==> src/logic/segment_stream_defs.svh <==
// Offsets, field positions, reset values and limits of the segment stream framer.
// Assumes inclusion by bare name from files that switch implicit nets off.
`ifndef SEGMENT_STREAM_DEFS_SVH
`define SEGMENT_STREAM_DEFS_SVH
// ***************************************
// Register byte offsets
// ***************************************
`define SSF_CTRL_OFFSET 8'h00
`define SSF_STATUS_OFFSET 8'h04
`define SSF_PKT_CNT_OFFSET 8'h08
`define SSF_LOST_CNT_OFFSET 8'h0C
`define SSF_DROP_CNT_OFFSET 8'h10
`define SSF_FRAME_ERR_OFFSET 8'h14
`define SSF_LEN_ERR_OFFSET 8'h18
`define SSF_LAST_HDR_OFFSET 8'h1C
// ***************************************
// Control fields and reset value
// ***************************************
`define SSF_CTRL_ENABLE_BIT 0
`define SSF_CTRL_CLEAR_BIT 1
`define SSF_CTRL_LINK_LSB 8
`define SSF_CTRL_RESET 32'h0000_FF01
// ***************************************
// Sublayer header fields (32-bit word)
// ***************************************
`define SSF_HDR_CHECK_BIT 31
`define SSF_HDR_SEQV_BIT 30
`define SSF_HDR_EXT_LSB 28
`define SSF_HDR_FLOW_LSB 25
`define SSF_HDR_SEGCNT_LSB 16
`define SSF_HDR_SEQ_LSB 0
// ***************************************
// Segment table entry fields
// ***************************************
`define SSF_ENT_FIRST_BIT 31
`define SSF_ENT_LAST_BIT 30
`define SSF_ENT_LEN_LSB 16
`define SSF_ENT_CHAN_LSB 8
`define SSF_ENT_CSEQ_LSB 4
`define SSF_ENT_PROF_LSB 0
`define SSF_STAMP_BYTES 14'h0004
`define SSF_RESP_OKAY 2'h0
`define SSF_RESP_SLVERR 2'h2
`endif

==> src/logic/segment_stream_pkg.sv <==
// Types shared by the segment stream framer.
// Assumes the defs header is compiled alongside.
`default_nettype none
package segment_stream_pkg;
	// Parser states
	typedef enum logic [1:0] {ST_HEADER, ST_TABLE, ST_PAYLOAD, ST_DRAIN} parse_state_type;
	// Segment kinds
	typedef enum logic {SEG_FRAME, SEG_LINK} seg_kind_type;
endpackage
`default_nettype wire

==> src/logic/segment_stream_framer.sv <==
// Receive-side parser of the segmented stream sublayer: header, table, payload.
// Assumes a byte stream from same-clock logic and an AXI4-Lite master.
// What this block does
// - Circuit-check bit first, sent as zero
// - Sequence number used only when flagged valid
// - Extension bits 00 means this header type
// - Spare bits sent zero, ignored on receive
// - Three-bit flow selector names packet flow
// - Segment count equals table entries and segments
// - Sequence increments per packet; gaps reveal loss
// - Frame segment first flag marks frame start
// - Frame segment last flag marks frame end
// - Fourteen-bit length locates each segment
// - Only outer frames of packet partial
// - Frames reassembled across any packet count
// - Frame-data and link message segments supported
// - Link message blocks never split
// - Entries are 32 bits, header 4+4n bytes
// - Entry holds channel, channel sequence, profile
// - Only 32-bit entry format accepted
// - One layout for all channel types
// - Eight-bit channel identifier per entry
// - Link first flag means timestamp prepended
// - Link last flag sent zero, ignored
// - Flows tracked independently within session
//
// Added by the designer: the AXI4-Lite interface to the registers and the placing of the registers.
`include "segment_stream_defs.svh"
`timescale 1ns/1ps
`default_nettype none
module segment_stream_framer import segment_stream_pkg::*; #(
	parameter int MAX_SEGS = 127,
	parameter int FLOWS = 8
) (
	input wire logic aclk,
	input wire logic aresetn,
	input wire logic [7:0] s_axi_awaddr,
	input wire logic [2:0] s_axi_awprot,
	input wire logic s_axi_awvalid,
	output logic s_axi_awready,
	input wire logic [31:0] s_axi_wdata,
	input wire logic [3:0] s_axi_wstrb,
	input wire logic s_axi_wvalid,
	output logic s_axi_wready,
	output logic [1:0] s_axi_bresp,
	output logic s_axi_bvalid,
	input wire logic s_axi_bready,
	input wire logic [7:0] s_axi_araddr,
	input wire logic [2:0] s_axi_arprot,
	input wire logic s_axi_arvalid,
	output logic s_axi_arready,
	output logic [31:0] s_axi_rdata,
	output logic [1:0] s_axi_rresp,
	output logic s_axi_rvalid,
	input wire logic s_axi_rready,
	input wire logic [7:0] in_data,
	input wire logic in_valid,
	input wire logic in_last,
	output logic in_ready,
	output logic [7:0] out_data,
	output logic out_valid,
	input wire logic out_ready,
	output logic out_frame_start,
	output logic out_frame_end,
	output logic out_link,
	output logic out_stamp,
	output logic [7:0] out_channel,
	output logic [3:0] out_chan_seq,
	output logic [3:0] out_profile,
	output logic [2:0] out_flow
);
	// ***************************************
	// Field helpers
	// ***************************************
	// Segment length of a table entry
	function automatic logic [13:0] entry_len(input logic [31:0] e);
		entry_len = e[`SSF_ENT_LEN_LSB +: 14];
	endfunction
	// Channel identifier of a table entry
	function automatic logic [7:0] entry_chan(input logic [31:0] e);
		entry_chan = e[`SSF_ENT_CHAN_LSB +: 8];
	endfunction

	// ***************************************
	// Storage and state
	// ***************************************
	parse_state_type state; // Parser position
	logic [31:0] seg_table [0:MAX_SEGS-1]; // Whole table is held before payload
	logic [23:0] acc; // Byte accumulator for 32-bit words
	logic [1:0] byte_idx; // Byte within current word
	logic [6:0] seg_cnt; // Segments in this packet
	logic [6:0] tbl_idx; // Entries stored so far
	logic [6:0] seg_idx; // Segment being emitted
	logic [13:0] seg_pos; // Byte within segment
	logic [2:0] flow; // Flow of current packet
	logic [15:0] expect_seq [0:FLOWS-1]; // Next sequence per flow
	logic [FLOWS-1:0] seq_seen; // A sequence was seen per flow
	logic [FLOWS-1:0] in_frame; // Frame open across packets per flow
	logic [31:0] ctrl; // Control register
	logic [31:0] last_hdr; // Last accepted header
	logic [15:0] pkt_cnt, lost_cnt, drop_cnt, frame_err, len_err; // Statistics
	logic aw_held, w_held; // Address and data captured, either order
	logic [7:0] aw_addr; // Captured write address
	logic [31:0] w_data; // Captured write data
	logic [3:0] w_strb; // Byte lanes travel with the data, not the live bus
	wire logic wr_go = aw_held & w_held & ~s_axi_bvalid;
	wire logic wr_ctrl = wr_go & (aw_addr == `SSF_CTRL_OFFSET);

	// ***************************************
	// Decode
	// ***************************************
	wire logic take = in_valid & in_ready;
	wire logic enable = ctrl[`SSF_CTRL_ENABLE_BIT];
	wire logic [7:0] link_chan = ctrl[`SSF_CTRL_LINK_LSB +: 8];
	wire logic [31:0] word = {acc, in_data};
	// Check bit and spare bits are not examined on receive
	wire logic hdr_seqv = word[`SSF_HDR_SEQV_BIT];
	wire logic hdr_ext_ok = word[`SSF_HDR_EXT_LSB +: 2] == 2'h0;
	wire logic [2:0] hdr_flow = word[`SSF_HDR_FLOW_LSB +: 3];
	wire logic [6:0] hdr_segs = word[`SSF_HDR_SEGCNT_LSB +: 7];
	wire logic [15:0] hdr_seq = word[`SSF_HDR_SEQ_LSB +: 16];
	wire logic word_done = take & (byte_idx == 2'h3);
	wire logic [31:0] cur = seg_table[seg_idx];
	wire logic [13:0] cur_len = entry_len(cur);
	// Link segments recognised by channel id
	wire logic cur_link = entry_chan(cur) == link_chan;
	wire logic cur_first = cur[`SSF_ENT_FIRST_BIT];
	// Last flag only counts on frame segments
	wire logic cur_end = cur[`SSF_ENT_LAST_BIT] & ~cur_link;
	wire logic seg_empty = cur_len == 14'h0000;
	wire logic seg_final = seg_idx == seg_cnt - 7'h01;
	wire logic seg_end = seg_empty | (take & (seg_pos == cur_len - 14'h0001));
	wire logic slot_free = ~out_valid | out_ready;
	// Sequence gap, wrap counts as normal step
	wire logic seq_gap = hdr_seqv & seq_seen[hdr_flow] & (hdr_seq != expect_seq[hdr_flow]);
	// Frame start while one is open, or a middle with none open
	wire logic frame_bad = cur_first ? in_frame[flow] : ~in_frame[flow];
	wire logic seg_start = take & (seg_pos == 14'h0000);
	wire logic ev_frame_err = (state == ST_PAYLOAD) & seg_start & ~cur_link & frame_bad;
	wire logic ev_pkt = (state == ST_HEADER) & word_done & hdr_ext_ok;
	wire logic ev_drop = (state == ST_HEADER) & word_done & ~hdr_ext_ok;
	wire logic ev_lost = ev_pkt & seq_gap;
	wire logic short_pkt = take & in_last & (state == ST_TABLE
		| (state == ST_HEADER & ~word_done)
		| (state == ST_PAYLOAD & ~(seg_end & seg_final)));
	wire logic long_pkt = (state == ST_PAYLOAD) & seg_end & seg_final & ~(take & in_last)
		| ev_pkt & hdr_segs == 7'h00 & ~in_last;
	wire logic ev_len_err = short_pkt | long_pkt;

	// Input ready: payload waits on output slot, empty segments stall one cycle
	assign in_ready = enable & ((state != ST_PAYLOAD) | (~seg_empty & slot_free));

	// ***************************************
	// Parser state machine
	// ***************************************
	// Header, table, payload walk
	always_ff @(posedge aclk) begin
		if (!aresetn) begin
			state <= ST_HEADER;
			byte_idx <= 2'h0;
			acc <= 24'h000000;
			seg_cnt <= 7'h00;
			tbl_idx <= 7'h00;
			seg_idx <= 7'h00;
			seg_pos <= 14'h0000;
			flow <= 3'h0;
		end else begin
			if (take) begin
				acc <= word[23:0];
				byte_idx <= in_last ? 2'h0 : byte_idx + 2'h1;
			end
			unique case (state)
				ST_HEADER: begin
					if (word_done) begin
						flow <= hdr_flow;
						seg_cnt <= hdr_segs;
						tbl_idx <= 7'h00;
						if (in_last) begin
							// Header alone ends packet
							state <= ST_HEADER;
						end else if (!hdr_ext_ok || hdr_segs == 7'h00) begin
							// Unknown header kind or no segments
							state <= ST_DRAIN;
						end else begin
							state <= ST_TABLE;
						end
					end
				end
				ST_TABLE: begin
					if (take && in_last) begin
						state <= ST_HEADER;
					end else if (word_done) begin
						seg_table[tbl_idx] <= word;
						tbl_idx <= tbl_idx + 7'h01;
						if (tbl_idx == seg_cnt - 7'h01) begin
							// Table complete before first segment
							state <= ST_PAYLOAD;
							seg_idx <= 7'h00;
							seg_pos <= 14'h0000;
						end
					end
				end
				ST_PAYLOAD: begin
					if (seg_end) begin
						// Next segment by table order
						seg_idx <= seg_idx + 7'h01;
						seg_pos <= 14'h0000;
						if (seg_final) begin
							state <= (take & in_last) ? ST_HEADER : ST_DRAIN;
						end
					end else if (take) begin
						seg_pos <= seg_pos + 14'h0001;
					end
					if (take && in_last && !(seg_end && seg_final)) begin
						state <= ST_HEADER;
					end
				end
				ST_DRAIN: begin
					// Discard rest of packet
					if (take && in_last) begin
						state <= ST_HEADER;
					end
				end
			endcase
		end
	end

	// ***************************************
	// Per-flow tracking
	// ***************************************
	// Sequence expectation and open-frame flags
	always_ff @(posedge aclk) begin
		if (!aresetn) begin
			seq_seen <= '0;
			in_frame <= '0;
			for (int i = 0; i < FLOWS; i++) begin
				expect_seq[i] <= 16'h0000;
			end
		end else begin
			if (ev_pkt && hdr_seqv) begin
				// Only a flagged sequence is trusted
				expect_seq[hdr_flow] <= hdr_seq + 16'h0001;
				seq_seen[hdr_flow] <= 1'b1;
			end
			if (state == ST_PAYLOAD && seg_start && !cur_link) begin
				// Frame stays open until a last flag
				in_frame[flow] <= ~cur_end;
			end
		end
	end

	// ***************************************
	// Output byte register
	// ***************************************
	// One byte slot; data leaves from flops
	always_ff @(posedge aclk) begin
		if (!aresetn) begin
			out_valid <= 1'b0;
			out_data <= 8'h00;
			out_frame_start <= 1'b0;
			out_frame_end <= 1'b0;
			out_link <= 1'b0;
			out_stamp <= 1'b0;
			out_channel <= 8'h00;
			out_chan_seq <= 4'h0;
			out_profile <= 4'h0;
			out_flow <= 3'h0;
		end else if (state == ST_PAYLOAD && take) begin
			out_valid <= 1'b1;
			out_data <= in_data;
			out_frame_start <= ~cur_link & cur_first & (seg_pos == 14'h0000);
			out_frame_end <= cur_end & (seg_pos == cur_len - 14'h0001);
			out_link <= cur_link;
			// Leading bytes of a flagged link block are the timestamp
			out_stamp <= cur_link & cur_first & (seg_pos < `SSF_STAMP_BYTES);
			out_channel <= entry_chan(cur);
			out_chan_seq <= cur[`SSF_ENT_CSEQ_LSB +: 4];
			out_profile <= cur[`SSF_ENT_PROF_LSB +: 4];
			out_flow <= flow;
		end else if (out_ready) begin
			out_valid <= 1'b0;
		end
	end

	// ***************************************
	// Statistics
	// ***************************************
	// Clear request from control write; a same-cycle event survives the clear
	wire logic clr = wr_ctrl & w_strb[0] & w_data[`SSF_CTRL_CLEAR_BIT];
	always_ff @(posedge aclk) begin
		if (!aresetn || clr) begin
			pkt_cnt <= {15'h0000, ev_pkt & aresetn};
			lost_cnt <= {15'h0000, ev_lost & aresetn};
			drop_cnt <= {15'h0000, ev_drop & aresetn};
			frame_err <= {15'h0000, ev_frame_err & aresetn};
			len_err <= {15'h0000, ev_len_err & aresetn};
			last_hdr <= 32'h0000_0000;
		end else begin
			pkt_cnt <= pkt_cnt + {15'h0000, ev_pkt};
			lost_cnt <= lost_cnt + {15'h0000, ev_lost};
			drop_cnt <= drop_cnt + {15'h0000, ev_drop};
			frame_err <= frame_err + {15'h0000, ev_frame_err};
			len_err <= len_err + {15'h0000, ev_len_err};
			if (ev_pkt) begin
				last_hdr <= word;
			end
		end
	end

	// ***************************************
	// AXI4-Lite slave
	// ***************************************
	wire logic wr_map = aw_addr[7:5] == 3'h0;
	wire logic [7:0] ra = s_axi_araddr;
	wire logic rd_map = ra[7:5] == 3'h0;
	// Read selection
	wire logic [31:0] rd_word =
		(ra[4:2] == 3'h0) ? ctrl :
		(ra[4:2] == 3'h1) ? {24'h000000, 2'h0, state, in_frame[3:0]} :
		(ra[4:2] == 3'h2) ? {16'h0000, pkt_cnt} :
		(ra[4:2] == 3'h3) ? {16'h0000, lost_cnt} :
		(ra[4:2] == 3'h4) ? {16'h0000, drop_cnt} :
		(ra[4:2] == 3'h5) ? {16'h0000, frame_err} :
		(ra[4:2] == 3'h6) ? {16'h0000, len_err} : last_hdr;

	assign s_axi_awready = ~aw_held & ~s_axi_bvalid;
	assign s_axi_wready = ~w_held & ~s_axi_bvalid;
	assign s_axi_arready = ~s_axi_rvalid;

	// Write path: capture, apply, respond
	always_ff @(posedge aclk) begin
		if (!aresetn) begin
			aw_held <= 1'b0;
			w_held <= 1'b0;
			aw_addr <= 8'h00;
			w_data <= 32'h0000_0000;
			w_strb <= 4'h0;
			s_axi_bvalid <= 1'b0;
			s_axi_bresp <= `SSF_RESP_OKAY;
			ctrl <= `SSF_CTRL_RESET;
		end else begin
			if (s_axi_awvalid && s_axi_awready) begin
				aw_held <= 1'b1;
				aw_addr <= s_axi_awaddr;
			end
			if (s_axi_wvalid && s_axi_wready) begin
				w_held <= 1'b1;
				w_data <= s_axi_wdata;
				w_strb <= s_axi_wstrb;
			end
			if (wr_go) begin
				aw_held <= 1'b0;
				w_held <= 1'b0;
				s_axi_bvalid <= 1'b1;
				s_axi_bresp <= wr_map ? `SSF_RESP_OKAY : `SSF_RESP_SLVERR;
			end else if (s_axi_bready) begin
				s_axi_bvalid <= 1'b0;
			end
			if (wr_ctrl) begin
				// Byte lanes honoured; clear bit is a pulse, never stored
				for (int b = 0; b < 4; b++) begin
					if (w_strb[b]) begin
						ctrl[b*8 +: 8] <= w_data[b*8 +: 8];
					end
				end
				if (w_strb[0]) begin
					ctrl[`SSF_CTRL_CLEAR_BIT] <= 1'b0;
				end
			end
		end
	end

	// Read path: one cycle to data
	always_ff @(posedge aclk) begin
		if (!aresetn) begin
			s_axi_rvalid <= 1'b0;
			s_axi_rdata <= 32'h0000_0000;
			s_axi_rresp <= `SSF_RESP_OKAY;
		end else if (s_axi_arvalid && s_axi_arready) begin
			s_axi_rvalid <= 1'b1;
			s_axi_rdata <= rd_map ? rd_word : 32'h0000_0000;
			s_axi_rresp <= rd_map ? `SSF_RESP_OKAY : `SSF_RESP_SLVERR;
		end else if (s_axi_rready) begin
			s_axi_rvalid <= 1'b0;
		end
	end
endmodule
`default_nettype wire

==> config.mk <==
export PLATFORM = sky130hd
export DESIGN_NAME = segment_stream_framer
export DESIGN_NICKNAME = d
export VERILOG_FILES = /design/src/logic/segment_stream_pkg.sv /design/src/logic/segment_stream_framer.sv
export VERILOG_INCLUDE_DIRS = /design/src /design/src/logic
export SDC_FILE = /design/constraint.sdc
export NUM_CORES = 2
export LEC_CHECK = 0
export BUFFER_PORTS_ARGS = -buffer_cell sky130_fd_sc_hd__buf_4
export CAP_MARGIN = 20
export CORE_MARGIN = 8
export CORE_UTILIZATION = 30
export CTS_CLUSTER_DIAMETER = 200
export CTS_CLUSTER_SIZE = 25
export DETAILED_ROUTE_END_ITERATION = 12
export PLACE_DENSITY = 0.52
export SLEW_MARGIN = 20
export SYNTH_ARGS = -nofsm -noshare
export SYNTH_HDL_FRONTEND = slang
export SYNTH_MEMORY_MAX_BITS = 65536
export SYNTH_SLANG_ARGS = --single-unit
==> constraint.sdc <==
create_clock -name aclk -period 8.3 [get_ports aclk]
set_clock_uncertainty 0.15 [all_clocks]
set_input_delay 0.415 -clock aclk [delete_from_list [all_inputs] [get_ports aclk]]
set_output_delay 0.415 -clock aclk [all_outputs]
set_load 0.05 [all_outputs]
; ---- Word level (Yosys, flattened, before mapping)
; Memory sizes are Yosys's and may differ from the RTL's. A register that Yosys moved wholly into a read port is not among the register bits.
; Index checks and enable logic that the tools add are counted.
; Widths: inputs -> output; s select.
[op_classes]
bitwise = 66
muxes = 76
reduce_logical = 43
magnitude_cmp = 5
n_eq_ne = 27
addsub = 12
[op_table]
columns = op, count
row1 = $mux 32, 8
row2 = $add 16x1->16, 5
row3 = $mux 14, 5
row4 = $mux 7, 9
row5 = $and 1x1->1, 43
row6 = $logic_not 14->1, 2
row7 = $mux 2, 14
row8 = $pmux 14 s2, 1
row9 = $pmux 7 s2, 2
row10 = $mux 1, 27
row11 = $add 16x1->16 const B, 1
row12 = $mux 16, 1
row13 = $ne 16x16->1, 1
row14 = $reduce_or 16->1, 1
row15 = $not 1->1, 15
row16 = $add 14x1->14 const B, 1
row17 = $add 7x1->7 const B, 2
row18 = $eq 14x14->1, 1
row19 = $eq 7x7->1, 2
row20 = $lt 14x3->1 const B, 1
row21 = $sub 14x1->14 const B, 1
row22 = $logic_and 1x1->1, 12
row23 = $ne 2x2->1 const B, 6
row24 = $reduce_and 2->1, 5
row25 = other kinds (32), 63
[word_totals]
mem_bits_rw = 4192
memories = 2
out_inout_bits = 74
in_bits = 76
elab_cells = 277
register_bits = 342
[memory_table]
columns = name, words, word_bits, rd, rd_clocked_by_memory_dff, wr, line
row1 = seg_table, 127, 32, 1, 1, 1, segment_stream_framer.sv:88  ; logic [31:0] seg_table [0:MAX_SEGS-1];
row2 = expect_seq, 8, 16, 1, 1, 8, segment_stream_framer.sv:96  ; logic [15:0] expect_seq [0:FLOWS-1];

; ---- Longest topological paths before layout
[depth]
word_depth = 16
depth_mapped = 30
mapped_depth_nobuf = 24

; ---- Least setup slack after synthesis
; Ideal clock, no wire load.
[synth_path]
path_kind = reg-to-reg
startpoint = register with a tool-made name
endpoint = memory seg_table[56][0] (enable)
path_stages_with_launch = 20
t_arrival_ns = 5.178
synth_period_minus_slack_ns = 5.749
setup_slack_ns = 2.551
required_ns = 7.729
setup_time_ns = 0.421
n_path_buf = 6
path_cell_list = dfxtp_1 buf_2 buf_4 buf_2 buf_4 buf_2 buf_2 nor3_1 nor4b_1 nand3_1 and2_1 ha_1 o2111ai_1 nor4_1 and3_1 o22ai_4 nand2_1 nor3b_1 nand3_1 nor2_1
[synth_rtl]
columns = element, line
row1 = to (decl), segment_stream_framer.sv:88

==> results.sh <==
export IMPL_status="finished clean"
export IMPL_setup_violations=0
export IMPL_grt_pass1_wl_mm=749
export IMPL_cts_root_buffer="clkbuf_16"
export IMPL_cts_buffer_depth=4
export IMPL_first_pass_iters=6
export IMPL_dp_hpwl_mm=341
export IMPL_drt_iter0_drc=12200
export IMPL_gr_total_overflow=0
export IMPL_avgSynthCellArea_sq_um=19.7
export IMPL_drv_cap=0
export IMPL_cts_repair_resize_count=0
export IMPL_hold_violations=0
export IMPL_die_h_um=785
export IMPL_drive_gt1_frac=0.241
export IMPL_postRouteAntennaNets=0
export IMPL_drv_slew=0
export IMPL_reg2reg_to="len_err[14]"
export IMPL_io_buffers=139
export IMPL_top_layer_used="met5"
export IMPL_place_ws_ns=0.805
export IMPL_hold_depth=4
export IMPL_path_clk_slew_ns=0.10
export IMPL_netlist_instances=8982
export IMPL_finalSetupTns_ns=0
export IMPL_die_x_um=785
export IMPL_hold_buffers=81
export IMPL_grt_pass1_vias=92000
export IMPL_avgRoutedWirePerCell_um=31.2
export IMPL_worst_endpoint_arrival_ns=8.34
export IMPL_final_common_cell="edfxtp_1"
export IMPL_fmax_mhz=131
export IMPL_end_kind="flop"
export IMPL_core_sq_um=589000
export IMPL_r2r_cells=25
export IMPL_worstSetupPathType="reg -> reg"
export IMPL_ys_seq_area_frac=0.749
export IMPL_synth_cell_types=95
export IMPL_drc=0
export IMPL_holdCritStartpoint="s_axi_wvalid"
export IMPL_finalNetCount=9639
export IMPL_synth_flop_cell="edfxtp_1"
export IMPL_synth_edff_count=4192
export IMPL_cts_buffers_inserted=204
export IMPL_final_cell_mix="edfxtp_1, mux4_2, buf_4"
export IMPL_cts_sinks=4541
export IMPL_r2r_slack_ns=0.65
export IMPL_syn_area_sq_um=177000
export IMPL_slew_headroom=0.251
export IMPL_worst_slack_ns=0.648
export IMPL_wl_met2_mm=260
export IMPL_cts_tree="done"
export IMPL_wl_met3_mm=37.8
export IMPL_antenna_found_initial=46
export IMPL_fin_crit_sh=0.922
export IMPL_placementRows=282
export IMPL_clock_latency_ns=0.99
export IMPL_dr_total_vias=92200
export IMPL_min_to="w_data[3]"
export IMPL_synthArstFlopShare=0
export IMPL_grt_max_degree=101
export IMPL_ir_drop_mv=0.155
export IMPL_grt_usage=0.171
export IMPL_met1_length_mm=230
export IMPL_routabilityCongestion=0.854
export IMPL_leakagePower_nw=57.0
export IMPL_ys_warn_count=0
export IMPL_syn2layout_area_growth_pct=13.5
export IMPL_hold_path_class="in -> reg"
export IMPL_power_density_nw_per_um2=186
export IMPL_via_per_inst=5.27
export IMPL_cts_max_level=4
export IMPL_initial_core_util=0.301
export IMPL_finalCriticalPeriod_ns=7.65
export IMPL_ys_ff_latch=4541
export IMPL_start_kind="flop"
export IMPL_post_cts_setup_buffers=0
export IMPL_dieArea_sq_um=616000
export IMPL_routed_wl_mm=546
export IMPL_path_max_fanout=37
export IMPL_worstMarginPinSlew_ns=1.12
export IMPL_worstPathRequired_ns=8.99
export IMPL_grt_setup_unrepaired="false"
export IMPL_ioPinCount=150
layer usage:
layer,GRT usage,vias up
met4,0.0474,6
li1,-,37500
met1,0.239,50500
met2,0.282,3604
met5,0,-
met3,0.0210,609
per-stage QoR:
| step | hold slack, ns | power, W | cell area [sq um] | cells | utilization |
|---|---|---|---|---|---|
| final | 0.0113 | 0.0374 | 201000 | 17500 | 0.341 |
| after global routing | 0.0137 | 0.0384 | 201000 | 17500 | 0.341 |
| after CTS | 0.00423 | 0.0377 | 201000 | 17500 | 0.341 |
| after detailed placement | 0.288 | 0.0262 | 194000 | 17100 | 0.330 |
| after global placement | 0.281 | 0.0261 | 194000 | 17100 | 0.330 |
| after floorplan | 0.268 | 0.0258 | 177000 | 8983 | - |
cell families (layout without fill, tap and decap cells):
kind of cell    count (synthesis)  count (layout)  synth area share
fa+ha+maj                      18              18           0.00127
simple gates                 1477            1477            0.0376
xor+xnor                      155             155           0.00774
mux                          1542            1542             0.161
compound gates                699             699            0.0269
other cells                     1              50         0.0000212
buf+inv                       549            1211            0.0156
flops                        4541            4541             0.749
power breakdown:
group	internal (W)	switching (W)
Clock	0.00464	0.00710
Sequential	0.0249	0.000119
Combinational	0.000143	0.000483
flip-flops by register name, indices dropped and copies added, names as in the netlist, 4 cells and up, named ones only:
signal        cells
seq_seen          8
last_hdr         32
seg_pos          14
drop_cnt         16
out_chan_seq      4
len_err          16
tbl_idx           7
acc              24
w_data           32
frame_err        16
out_data          8
ctrl             31
out_profile       4
aw_addr           8
expect_seq      128
lost_cnt         16
seg_cnt           7
out_channel       8
pkt_cnt          16
in_frame          8
seg_table      4064
s_axi_rdata      32
w_strb            4
seg_idx           7
synthesized netlist by cell type, types with 24 or more instances:
cell type	instances	area, sq um
a211oi_1	37	278
edfxtp_1	4192	126000
and2_1	30	188
dfxtp_1	349	6990
nor2_1	475	1780
o21ai_0	61	305
buf_1	51	191
o22ai_1	103	644
buf_2	113	566
buf_4	62	465
mux2i_1	459	4590
mux4_2	1043	23500
xor2_1	79	692
xnor2_1	75	657
a22oi_1	131	983
inv_1	26	97.6
nand3_1	127	636
clkbuf_1	250	938
nand2_1	509	1910
nand4_1	40	250
a21oi_1	160	801
a21boi_0	24	180
and3_1	43	269
nor3_1	64	320
nor2b_1	59	369
mux2_2	34	383
buf_6	39	439
nand2b_1	29	181
worst max-delay path by stage:
stage	start	endpoint	slack, ns	cells past startpoint
global route	flop	len_err[14]	0.39	25
detailed placement	flop	len_err[14]	0.81	25
CTS	flop	len_err[14]	0.77	25
finish	flop	len_err[14]	0.65	25
floorplan	flop	seg_table[56][0]	2.55	19
global placement	flop	len_err[14]	0.64	25
area by class of cell:
class | instances | area [sq um]
clock inverter | 12 | 233
clock buffer | 294 | 5460
sequential | 4541 | 133000
multi-input combinational | 3893 | 42800
antenna | 48 | 120
inverter | 30 | 128
timing repair buffer | 875 | 9650
tap | 7810 | 9770
fill | 54900 | 388000
critical path: stages, from the launching register on:
cell	delay, ns
dfxtp_4	0.90
buf_12	0.31
buf_12	0.28
mux2i_1	0.12
a22o_1	0.24
a221oi_1	0.73
o21ai_0	0.47
nor3_1	0.30
buf_4	0.19
o2111ai_1	0.22
xor2_1	0.23
or4_1	0.43
a222oi_1	0.27
buf_4	0.17
and3_1	0.38
a31oi_1	0.13
buf_4	0.19
o31ai_1	0.30
ha_1	0.26
ha_1	0.19
and3_1	0.20
nand3_1	0.11
nor2_1	0.24
nand3_1	0.14
xor2_1	0.19
nor2_1	0.07
No activity file was read; power rests on OpenSTA's default activity.
